File: src/common/ppd_pkg.sv
`default_nettype none
package ppd_pkg;

   // Register byte addresses on the bus, one aligned word each.
   localparam logic [11:0] ADR_S_DATA   = 12'h248;
   localparam logic [11:0] ADR_S_DIR    = 12'h24C;
   localparam logic [11:0] ADR_J_LEVEL  = 12'h250;
   localparam logic [11:0] ADR_J_DATA   = 12'h254;
   localparam logic [11:0] ADR_J_DIR    = 12'h258;
   localparam logic [11:0] ADR_P_DATA   = 12'h25C;
   localparam logic [11:0] ADR_P_DIR    = 12'h260;
   localparam logic [11:0] ADR_P_PE     = 12'h264;
   localparam logic [11:0] ADR_P_POL    = 12'h268;
   localparam logic [11:0] ADR_P_LEVEL  = 12'h26C;
   localparam logic [11:0] ADR_AD_DATA  = 12'h270;
   localparam logic [11:0] ADR_AD_DIR   = 12'h274;
   localparam logic [11:0] ADR_AD_DIEN  = 12'h278;
   localparam logic [11:0] ADR_AD_LEVEL = 12'h27C;

   // Implemented pins of each port.
   localparam logic [7:0] MASK_S  = 8'h0F;
   localparam logic [7:0] MASK_J  = 8'hC7;
   localparam logic [7:0] MASK_P  = 8'hBF;
   localparam logic [7:0] MASK_AD = 8'hFF;

   localparam logic [7:0]  REG_RESET  = 8'h00;
   localparam logic [23:0] DAT_UPPER  = 24'h000000;
   localparam int          SCI_TXD_BIT = 1;
   localparam int          SCI_RXD_BIT = 0;

   typedef enum logic [3:0] {
      REG_S_DATA   = 4'h0,
      REG_S_DIR    = 4'h1,
      REG_J_LEVEL  = 4'h2,
      REG_J_DATA   = 4'h3,
      REG_J_DIR    = 4'h4,
      REG_P_DATA   = 4'h5,
      REG_P_DIR    = 4'h6,
      REG_P_PE     = 4'h7,
      REG_P_POL    = 4'h8,
      REG_P_LEVEL  = 4'h9,
      REG_AD_DATA  = 4'hA,
      REG_AD_DIR   = 4'hB,
      REG_AD_DIEN  = 4'hC,
      REG_AD_LEVEL = 4'hD,
      REG_NONE     = 4'hF
   } ppd_reg_t;

   typedef enum logic [0:0] {
      BUS_IDLE = 1'b0,
      BUS_ACK  = 1'b1
   } ppd_bus_st_t;

   typedef struct packed {
      logic        cyc;
      logic        stb;
      logic        we;
      logic [3:0]  sel;
      logic [11:0] adr;
      logic [31:0] dat;
   } ppd_wb_req_t;

   typedef struct packed {
      logic        ack;
      logic [31:0] dat;
   } ppd_wb_rsp_t;

   typedef struct packed {
      logic [7:0] s;
      logic [7:0] j;
      logic [7:0] p;
      logic [7:0] ad;
   } ppd_pins_t;

   typedef struct packed {
      logic [7:0] out;
      logic [7:0] oe;
   } ppd_port_drive_t;

   typedef struct packed {
      ppd_port_drive_t s;
      ppd_port_drive_t j;
      ppd_port_drive_t p;
      ppd_port_drive_t ad;
   } ppd_drive_t;

   typedef struct packed {
      ppd_bus_st_t bus_st;
      logic        ack;
      logic [7:0]  rdat;
      logic [7:0]  s_data;
      logic [7:0]  s_dir;
      logic [7:0]  j_data;
      logic [7:0]  j_dir;
      logic [7:0]  p_data;
      logic [7:0]  p_dir;
      logic [7:0]  p_pe;
      logic [7:0]  p_pol;
      logic [7:0]  ad_data;
      logic [7:0]  ad_dir;
      logic [7:0]  ad_dien;
      ppd_drive_t  drv;
      logic        rxd;
      logic [7:0]  pull_up;
      logic [7:0]  pull_dn;
      logic [7:0]  p_prev;
      logic [7:0]  p_edge;
   } ppd_state_t;

   typedef struct packed {
      ppd_pins_t smp;
   } ppd_smp_state_t;

endpackage
`default_nettype wire

File: src/logic/ppd_pin_sample.sv
`default_nettype none
// Every pin is taken through one register so that reads see a steady level.
module ppd_pin_sample (
   // Clock, reset and clock enable.
   input  wire logic          sys_clk,
   input  wire logic          reset,
   input  wire logic          ce,
   // Pins and their registered levels.
   input  wire ppd_pkg::ppd_pins_t pin_i,
   output var  ppd_pkg::ppd_pins_t smp_o
);
   ppd_pkg::ppd_smp_state_t q;
   ppd_pkg::ppd_smp_state_t d;

   always_comb begin
      d     = q;
      d.smp = pin_i;
   end

   always_ff @(posedge sys_clk) begin
      if (reset) begin
         q <= '0;
      end else if (ce) begin
         q <= d;
      end
   end

   assign smp_o = q.smp;
endmodule // ppd_pin_sample
`default_nettype wire

File: src/logic/ppd_port_top.sv
// Operation
// - Port S output pin drives the stored data bit.
// - Port S read gives data bit if direction is 1, else sampled pin.
// - Enabled serial unit owns bit 1 as transmit and bit 0 as receive.
// - Port S data register is readable and writable at any time.
// - Port J level read always returns sampled pins 7-6 and 2-0.
// - Writes to the port J level register change nothing.
// - Port J direction bit set makes the pin an output, clear an input.
// - Port AD direction per pin; digital input works only when enabled.
// - Port P pull enable bit turns the pull device on or off.
// - Port P pull enable has no effect on an output pin.
// - Polarity 1 means pull-down and rising edge, 0 pull-up and falling.
// - Pull direction of an enabled input comes from the polarity bit.
`default_nettype none
module ppd_port_top (
   // Clock, reset and clock enable.
   input  wire logic                 sys_clk,
   input  wire logic                 reset,
   input  wire logic                 ce,
   // Register bus.
   input  wire ppd_pkg::ppd_wb_req_t wb_req_i,
   output var  ppd_pkg::ppd_wb_rsp_t wb_rsp_o,
   // Pins.
   input  wire ppd_pkg::ppd_pins_t   pin_i,
   output var  ppd_pkg::ppd_drive_t  pin_drive_o,
   // Serial alternate function.
   input  wire logic                 sci_en_i,
   input  wire logic                 sci_txd_i,
   output logic                      sci_rxd_o,
   // Pull devices, converter input gates and edge events.
   output logic [7:0]                p_pull_up_o,
   output logic [7:0]                p_pull_down_o,
   output logic [7:0]                ad_din_en_o,
   output logic [7:0]                p_edge_o
);
   ppd_pkg::ppd_state_t q;
   ppd_pkg::ppd_state_t d;
   ppd_pkg::ppd_pins_t  smp;
   ppd_pkg::ppd_reg_t   reg_sel;
   logic [7:0]          rd_val;
   logic [7:0]          wdat;
   logic [7:0]          s_expect;
   logic                bus_req;
   logic                bus_wr;

   function automatic ppd_pkg::ppd_reg_t ppd_decode(input logic [11:0] adr);
      logic [9:0] w;
      w = adr[11:2];
      if (w == ppd_pkg::ADR_S_DATA[11:2]) begin
         return ppd_pkg::REG_S_DATA;
      end else if (w == ppd_pkg::ADR_S_DIR[11:2]) begin
         return ppd_pkg::REG_S_DIR;
      end else if (w == ppd_pkg::ADR_J_LEVEL[11:2]) begin
         return ppd_pkg::REG_J_LEVEL;
      end else if (w == ppd_pkg::ADR_J_DATA[11:2]) begin
         return ppd_pkg::REG_J_DATA;
      end else if (w == ppd_pkg::ADR_J_DIR[11:2]) begin
         return ppd_pkg::REG_J_DIR;
      end else if (w == ppd_pkg::ADR_P_DATA[11:2]) begin
         return ppd_pkg::REG_P_DATA;
      end else if (w == ppd_pkg::ADR_P_DIR[11:2]) begin
         return ppd_pkg::REG_P_DIR;
      end else if (w == ppd_pkg::ADR_P_PE[11:2]) begin
         return ppd_pkg::REG_P_PE;
      end else if (w == ppd_pkg::ADR_P_POL[11:2]) begin
         return ppd_pkg::REG_P_POL;
      end else if (w == ppd_pkg::ADR_P_LEVEL[11:2]) begin
         return ppd_pkg::REG_P_LEVEL;
      end else if (w == ppd_pkg::ADR_AD_DATA[11:2]) begin
         return ppd_pkg::REG_AD_DATA;
      end else if (w == ppd_pkg::ADR_AD_DIR[11:2]) begin
         return ppd_pkg::REG_AD_DIR;
      end else if (w == ppd_pkg::ADR_AD_DIEN[11:2]) begin
         return ppd_pkg::REG_AD_DIEN;
      end else if (w == ppd_pkg::ADR_AD_LEVEL[11:2]) begin
         return ppd_pkg::REG_AD_LEVEL;
      end else begin
         return ppd_pkg::REG_NONE;
      end
   endfunction

   ppd_pin_sample u_sample (
      .sys_clk (sys_clk),
      .reset   (reset),
      .ce      (ce),
      .pin_i   (pin_i),
      .smp_o   (smp)
   );

   assign reg_sel = ppd_decode(wb_req_i.adr);
   assign bus_req = wb_req_i.cyc && wb_req_i.stb && (q.bus_st == ppd_pkg::BUS_IDLE);
   assign bus_wr  = bus_req && wb_req_i.we && wb_req_i.sel[0];
   assign wdat    = wb_req_i.dat[7:0];
   assign s_expect = ((q.s_data & q.s_dir) | (smp.s & ~q.s_dir)) & ppd_pkg::MASK_S;

   // Read multiplexer; level registers show the sampled pins, not the stored data.
   always_comb begin
      case (reg_sel)
         ppd_pkg::REG_S_DATA:   rd_val = s_expect;
         ppd_pkg::REG_S_DIR:    rd_val = q.s_dir;
         ppd_pkg::REG_J_LEVEL:  rd_val = smp.j & ppd_pkg::MASK_J;
         ppd_pkg::REG_J_DATA:   rd_val = q.j_data;
         ppd_pkg::REG_J_DIR:    rd_val = q.j_dir;
         ppd_pkg::REG_P_DATA:   rd_val = q.p_data;
         ppd_pkg::REG_P_DIR:    rd_val = q.p_dir;
         ppd_pkg::REG_P_PE:     rd_val = q.p_pe;
         ppd_pkg::REG_P_POL:    rd_val = q.p_pol;
         ppd_pkg::REG_P_LEVEL:  rd_val = smp.p & ppd_pkg::MASK_P;
         ppd_pkg::REG_AD_DATA:  rd_val = q.ad_data;
         ppd_pkg::REG_AD_DIR:   rd_val = q.ad_dir;
         ppd_pkg::REG_AD_DIEN:  rd_val = q.ad_dien;
         ppd_pkg::REG_AD_LEVEL: rd_val = smp.ad & q.ad_dien;
         default:               rd_val = ppd_pkg::REG_RESET;
      endcase
   end

   always_comb begin
      d = q;
      case (q.bus_st)
         ppd_pkg::BUS_IDLE: begin
            if (bus_req) begin
               d.bus_st = ppd_pkg::BUS_ACK;
               d.ack    = 1'b1;
               d.rdat   = rd_val;
            end
         end
         ppd_pkg::BUS_ACK: begin
            // The master releases the request after the ack, so one idle cycle follows.
            d.bus_st = ppd_pkg::BUS_IDLE;
            d.ack    = 1'b0;
         end
         default: begin
            d.bus_st = ppd_pkg::BUS_IDLE;
            d.ack    = 1'b0;
         end
      endcase

      // Level registers have no write case, so a write to them leaves all port registers alone.
      if (bus_wr) begin
         case (reg_sel)
            ppd_pkg::REG_S_DATA:  d.s_data  = wdat & ppd_pkg::MASK_S;
            ppd_pkg::REG_S_DIR:   d.s_dir   = wdat & ppd_pkg::MASK_S;
            ppd_pkg::REG_J_DATA:  d.j_data  = wdat & ppd_pkg::MASK_J;
            ppd_pkg::REG_J_DIR:   d.j_dir   = wdat & ppd_pkg::MASK_J;
            ppd_pkg::REG_P_DATA:  d.p_data  = wdat & ppd_pkg::MASK_P;
            ppd_pkg::REG_P_DIR:   d.p_dir   = wdat & ppd_pkg::MASK_P;
            ppd_pkg::REG_P_PE:    d.p_pe    = wdat & ppd_pkg::MASK_P;
            ppd_pkg::REG_P_POL:   d.p_pol   = wdat & ppd_pkg::MASK_P;
            ppd_pkg::REG_AD_DATA: d.ad_data = wdat & ppd_pkg::MASK_AD;
            ppd_pkg::REG_AD_DIR:  d.ad_dir  = wdat & ppd_pkg::MASK_AD;
            ppd_pkg::REG_AD_DIEN: d.ad_dien = wdat & ppd_pkg::MASK_AD;
            default: begin
            end
         endcase
      end

      d.drv.s.out = q.s_data;
      d.drv.s.oe  = q.s_dir & ppd_pkg::MASK_S;
      if (sci_en_i) begin
         d.drv.s.out[ppd_pkg::SCI_TXD_BIT] = sci_txd_i;
         d.drv.s.oe[ppd_pkg::SCI_TXD_BIT]  = 1'b1;
         d.drv.s.oe[ppd_pkg::SCI_RXD_BIT]  = 1'b0;
      end
      d.rxd = smp.s[ppd_pkg::SCI_RXD_BIT];

      d.drv.j.out = q.j_data;
      d.drv.j.oe  = q.j_dir & ppd_pkg::MASK_J;
      d.drv.p.out = q.p_data;
      d.drv.p.oe  = q.p_dir & ppd_pkg::MASK_P;
      d.drv.ad.out = q.ad_data;
      d.drv.ad.oe  = q.ad_dir;
      d.ad_dien    = d.ad_dien & ppd_pkg::MASK_AD;

      d.pull_up = q.p_pe & ~q.p_dir & ~q.p_pol & ppd_pkg::MASK_P;
      d.pull_dn = q.p_pe & ~q.p_dir & q.p_pol & ppd_pkg::MASK_P;

      d.p_prev = smp.p;
      d.p_edge = ppd_pkg::MASK_P & ((q.p_pol & smp.p & ~q.p_prev) | (~q.p_pol & ~smp.p & q.p_prev));
   end

   always_ff @(posedge sys_clk) begin
      if (reset) begin
         q <= '0;
      end else if (ce) begin
         q <= d;
      end
   end

   assign wb_rsp_o.ack  = q.ack;
   assign wb_rsp_o.dat  = {ppd_pkg::DAT_UPPER, q.rdat};
   assign pin_drive_o   = q.drv;
   assign sci_rxd_o     = q.rxd;
   assign p_pull_up_o   = q.pull_up;
   assign p_pull_down_o = q.pull_dn;
   assign ad_din_en_o   = q.ad_dien;
   assign p_edge_o      = q.p_edge;

   a_s_out_drive: assert property (
      @(posedge sys_clk) disable iff (reset)
      (ce && !sci_en_i && q.s_dir[2]) |=> (pin_drive_o.s.oe[2] && pin_drive_o.s.out[2] == $past(q.s_data[2])))
      else $error("Port S output pin does not carry the stored bit.");

   a_s_read_src: assert property (
      @(posedge sys_clk) disable iff (reset)
      (ce && bus_req && !wb_req_i.we && reg_sel == ppd_pkg::REG_S_DATA)
      |=> (wb_rsp_o.ack && wb_rsp_o.dat[3:0] == $past(s_expect[3:0])))
      else $error("Port S read returned the wrong source.");

   a_sci_pin_owner: assert property (
      @(posedge sys_clk) disable iff (reset)
      (ce && sci_en_i) |=> (pin_drive_o.s.oe[1] && !pin_drive_o.s.oe[0] && pin_drive_o.s.out[1] == $past(sci_txd_i)))
      else $error("Serial unit does not own its pins.");

   a_s_write_any: assert property (
      @(posedge sys_clk) disable iff (reset)
      (ce && bus_wr && reg_sel == ppd_pkg::REG_S_DATA) |=> (q.s_data == ($past(wdat) & ppd_pkg::MASK_S)))
      else $error("Port S write was not stored.");

   a_j_level_read: assert property (
      @(posedge sys_clk) disable iff (reset)
      (ce && bus_req && !wb_req_i.we && reg_sel == ppd_pkg::REG_J_LEVEL)
      |=> (wb_rsp_o.dat[7:0] == ($past(smp.j) & ppd_pkg::MASK_J)))
      else $error("Port J level read does not show the pins.");

   a_j_level_nowr: assert property (
      @(posedge sys_clk) disable iff (reset)
      (ce && bus_wr && reg_sel == ppd_pkg::REG_J_LEVEL)
      |=> ($stable(q.j_data) && $stable(q.j_dir) && $stable(q.p_pe) && $stable(q.s_data) && $stable(q.ad_dir)))
      else $error("Write to port J level changed state.");

   a_j_dir_oe: assert property (
      @(posedge sys_clk) disable iff (reset)
      ce |=> (pin_drive_o.j.oe == ($past(q.j_dir) & ppd_pkg::MASK_J)))
      else $error("Port J enables differ from direction.");

   a_ad_din_gate: assert property (
      @(posedge sys_clk) disable iff (reset)
      (ce && bus_req && !wb_req_i.we && reg_sel == ppd_pkg::REG_AD_LEVEL)
      |=> ((wb_rsp_o.dat[7:0] & ~$past(q.ad_dien)) == ppd_pkg::REG_RESET))
      else $error("Port AD digital input seen while disabled.");

   a_p_pull_out: assert property (
      @(posedge sys_clk) disable iff (reset)
      ce |=> (((p_pull_up_o | p_pull_down_o) & pin_drive_o.p.oe) == ppd_pkg::REG_RESET))
      else $error("Pull device active on an output pin.");

   a_p_pull_enable: assert property (
      @(posedge sys_clk) disable iff (reset)
      ce |=> ((p_pull_up_o | p_pull_down_o) == ($past(q.p_pe) & ~$past(q.p_dir) & ppd_pkg::MASK_P)))
      else $error("Port P pull devices do not follow the enable bits.");

   // edge follows polarity.
   // The previous level is taken from the sampled pins two cycles back, not from the edge register.
   a_p_edge_pol: assert property (
      @(posedge sys_clk) disable iff (reset)
      (ce && $past(ce)) |=> ((p_edge_o & ~(($past(q.p_pol) & $past(smp.p) & ~$past(smp.p, 2))
         | (~$past(q.p_pol) & ~$past(smp.p) & $past(smp.p, 2)))) == ppd_pkg::REG_RESET))
      else $error("Port P edge event does not match the selected polarity.");

   a_ad_dir_oe: assert property (
      @(posedge sys_clk) disable iff (reset)
      ce |=> (pin_drive_o.ad.oe == $past(q.ad_dir)))
      else $error("Port AD output enables differ from direction.");

   a_p_pull_dir: assert property (
      @(posedge sys_clk) disable iff (reset)
      ce |=> (p_pull_down_o == ($past(q.p_pe) & ~$past(q.p_dir) & $past(q.p_pol) & ppd_pkg::MASK_P)))
      else $error("Pull-down enables do not follow polarity.");

   a_s_upper_zero: assert property (
      @(posedge sys_clk) disable iff (reset)
      (ce && bus_req && reg_sel == ppd_pkg::REG_S_DATA) |=> (wb_rsp_o.dat[7:4] == 4'h0 && q.s_data[7:4] == 4'h0))
      else $error("Port S upper bits are not zero.");

endmodule // ppd_port_top
`default_nettype wire

File: config.mk
export PLATFORM = sky130hd
export DESIGN_NAME = ppd_port_top
export DESIGN_NICKNAME = d
export VERILOG_FILES = /design/src/common/ppd_pkg.sv /design/src/logic/ppd_pin_sample.sv /design/src/logic/ppd_port_top.sv
export SDC_FILE = /design/constraint.sdc
export NUM_CORES = 1
export LEC_CHECK = 0
export BUFFER_PORTS_ARGS = -buffer_cell sky130_fd_sc_hd__buf_2
export CAP_MARGIN = 10
export CORE_ASPECT_RATIO = 0.5
export CORE_MARGIN = 5
export CORE_UTILIZATION = 50
export CTS_BUF_LIST = sky130_fd_sc_hd__clkbuf_2
export CTS_CLUSTER_SIZE = 10
export DETAILED_ROUTE_END_ITERATION = 6
export PLACE_DENSITY = 0.85
export RECOVER_POWER = 25
export SYNTH_ARGS = -nofsm -noshare
export SYNTH_HDL_FRONTEND = slang
export SYNTH_SLANG_ARGS = --single-unit
export TNS_END_PERCENT = 100
File: constraint.sdc
create_clock -name sys_clk -period 2.1 [get_ports sys_clk]
set_clock_uncertainty 0.15 [all_clocks]
set_input_delay 0.105 -clock sys_clk [delete_from_list [all_inputs] [get_ports sys_clk]]
set_output_delay 0.105 -clock sys_clk [all_outputs]
set_load 0.02 [all_outputs]
==> results.toml <==
[power_and_ir_drop]
max-vdd-ir-drop_mv = 0.337
p_leak_nw = 4.88
p_per_area_nw_per_um2 = 592
fin_total_pwr_mw = 6.38

[sta]
setup_slack_ns = -0.0422
min_period_over_period = 1.02
timing.fmax_mhz = 467
slew_headroom = 0.185
min_period_ns = 2.14
final_hold_viol_count = 0
worstMarginPinSlew_ns = 1.22
setup_viol = 1
slew_viol_final = 0

[grt]
groute.usage.overall = 0.274
grt_max_degree = 79
first_global_vias = 7800
grt-ovfl-total = 0
antenna_found_initial = 0
grt_pass1_wl_mm = 43.1

[setup_path]
path_class = "input port to flip-flop"
crit_arrival_ns = 2.68
max_stage_delay_ns = 0.65
cp_cell_sequence = "dlygate4sd3_1 -> buf_2 -> dlygate4sd3_1 -> mux2i_1 -> dlygate4sd3_1 -> nor2_1 -> dlygate4sd3_1"
startpoint_type = "input port"
end_kind = "flip-flop"
slowest_stage = "dlygate4sd3_1"
r2r_cells = 7
crit_path_max_fanout = 1
critPathMostFrequentCell = "dlygate4sd3_1"
cp.required_ns = 2.64

[floorplanning]
core-area_um2 = 16600
fp.dieH_um = 102
dieArea_um2 = 20000
core.rowCount = 33
start_util = 0.516
die_w_um = 195
io-pin-count = 218

[run_status]
failed_checks = "DRC, setup timing"
status = "finished with violations"

[place]
dpl.hpwl_mm = 16.5
dp_cells = 1171
portBuffers = 137
gp_congestion = 0.876

[drt]
wl_per_cell_um = 20.8
drt_wl_total_mm = 28.5
drt-vias-per-instance = 5.71
vias = 7843
drt_iter0_markers = 1204
drc = 16
ant_nets = 0
drt_pre_antenna_iters = 7

[synth]
synth_cell_types = 55
synthAdderAreaFrac = 0
synthesis.area_um2 = 8540
syn_area_per_cell_um2 = 9.25
synth-compound-area-share = 0.0658
synthCells = 923
synthSimpleGateAreaFrac = 0.161
synth_top_family_by_area = "multiplexers"
ys.flop_type = "dfxtp_1"
yosys.area_share.xor_xnor = 0
ys_warn_count = 0
synth-seq-area-share = 0.424
synth_edf_count = 0
async_flop_share = 0
ys_seq_elements = 181
synth_mux_area_frac = 0.205

[cells_and_area]
num-nets-final = 1221
drive_gt1_frac = 0.194
antenna_cells = 0
syn_to_final_growth_pct = 26.3
fin_cells = 1373

[min_path]
hold_depth = 4
hold_path_class = "input port to flip-flop"

[job]
maxCapViolations = 0

[clocking]
htree_levels = 4
cts_buffers = 17
postCtsSetupBuffers = 0
path_clk_slew_ns = 0.30
cts_tree = "yes"
cts_root_buf = "clkbuf_2"
clock_path_buffers = 2
cts_sinks = 181
insertion_delay_ns = 0.79
per-stage QoR:
| step | setup slack, ns | instance area, um2 | setup TNS [ns] | hold WS, ns | util |
|---|---|---|---|---|---|
| after floorplan | 0.114 | 8700 | 0 | 0.0955 | - |
| after global routing | -0.0510 | 10800 | -0.0510 | -0.00420 | 0.651 |
| after global placement | -0.0645 | 8730 | -0.338 | 0.190 | 0.527 |
| after detailed placement | -0.107 | 8730 | -1.55 | 0.198 | 0.527 |
| final | -0.0422 | 10800 | -0.0422 | 0.0235 | 0.651 |
| after CTS | 0.0200 | 10800 | 0 | 0.0345 | 0.653 |
critical path, delay by kind of cell:
| kind | cells | cell delay, ns |
|---|---|---|
| AND/OR/NAND/NOR | 1 | 0.04 |
| buffers and inverters | 5 | 2.42 |
| multiplexers | 1 | 0.12 |
synthesized netlist by cell type, drive strengths merged, types with 2 or more instances:
| master | count | share of area |
|---|---|---|
| a211oi | 11 | 0.0097 |
| nand3b | 2 | 0.0018 |
| and3 | 4 | 0.0029 |
| or2 | 2 | 0.0015 |
| o21ai | 7 | 0.0041 |
| mux2i | 166 | 0.19 |
| nand4b | 10 | 0.011 |
| nand4 | 2 | 0.0015 |
| o22ai | 2 | 0.0015 |
| nor2b | 5 | 0.0037 |
| a221oi | 6 | 0.0062 |
| a32oi | 2 | 0.0021 |
| nor4 | 3 | 0.0040 |
| nor2 | 179 | 0.079 |
| mux2 | 4 | 0.0053 |
| a21oi | 28 | 0.016 |
| clkbuf | 38 | 0.017 |
| dfxtp | 181 | 0.42 |
| o32ai | 3 | 0.0031 |
| buf | 152 | 0.13 |
| nand2 | 38 | 0.017 |
| nor3b | 9 | 0.0085 |
| nand2b | 13 | 0.0095 |
| o2bb2ai | 5 | 0.0051 |
| nor3 | 4 | 0.0023 |
| or3 | 2 | 0.0015 |
| o2111ai | 2 | 0.0021 |
| nand3 | 19 | 0.013 |
| and2 | 2 | 0.0015 |
| a21o | 2 | 0.0018 |
| mux4 | 2 | 0.0053 |
| a22o | 2 | 0.0021 |
| a22oi | 2 | 0.0018 |
power by group:
group          leakage [nW]  switching [mW]  total [mW]  internal, mW
Sequential             1.47          0.0444        3.54          3.49
Combinational          3.25           0.430       0.788         0.357
Clock                 0.158            1.36        2.06         0.702
path summary, 6_finish.rpt:
path                                                        to                           from  slack [ns]
worst max-delay path            u_sample.smp_o[7]$_SDFFE_PP0P_                       pin_i[7]       -0.04
worst min-delay path               ad_din_en_o[6]$_SDFFE_PP0P_                    wb_req_i[6]        0.02
worst max register to register              d[39]$_SDFFE_PP0P_            q[194]$_SDFFE_PP0P_        0.04
worst min register to register   p_pull_down_o[1]$_SDFFE_PP0P_  p_pull_down_o[1]$_SDFFE_PP0P_        0.34
cell type report:
cell class	instances	area (um2)
inverters	1	3.75
flip-flops and latches	181	3630
fillers	1184	5770
clock inverters	15	200
clock buffers	17	85.1
well taps	227	284
multi-input cells	593	3880
repair buffers	339	2700
state kept, by name, indices dropped and copies added (netlist names):
name / flops
wb_rsp_o: 9
p_pull_down_o: 7
pin_drive_o: 48
sci_rxd_o: 1
p_edge_o: 7
ad_din_en_o: 8
d: 45
p_pull_up_o: 7
u_sample.smp_o: 24
q: 25
cell families (layout without fill, tap and decap cells):
group | Yosys count | in the layout
AOI/OAI and AO/OA | 82 | 82
and+or+nand+nor | 296 | 296
buffers and inverters | 191 | 372
muxes | 172 | 172
DFF | 181 | 181
other | 1 | 43
layout by cell type (no fill, tap or decap), types with 17 or more instances in the layout:
master | netlist | final
conb_1 | 1 | 43
clkbuf_2 | 0 | 17
dlygate4sd3_1 | 0 | 167
mux2i_1 | 166 | 166
buf_2 | 11 | 136
buf_4 | 131 | 28
dfxtp_1 | 181 | 178
nand2_1 | 38 | 38
nor2_1 | 178 | 177
a21oi_1 | 28 | 28
timing repair:
action | in CTS | in global routing
gates cloned | 0 | 1
gates resized for setup | 3 | 11
setup endpoints to repair | 60 | 81
pin swaps | 0 | 1
hold endpoints to repair | 181 | 2
hold buffers | 175 | 3
routing by layer:
layer | wire length, um | GRT usage
met5 | 0 | 0
met4 | 1520 | 0.135
met3 | 3360 | 0.0807
met2 | 12500 | 0.443
met1 | 11200 | 0.341
Note: power is estimated with default switching activity, not from simulation.
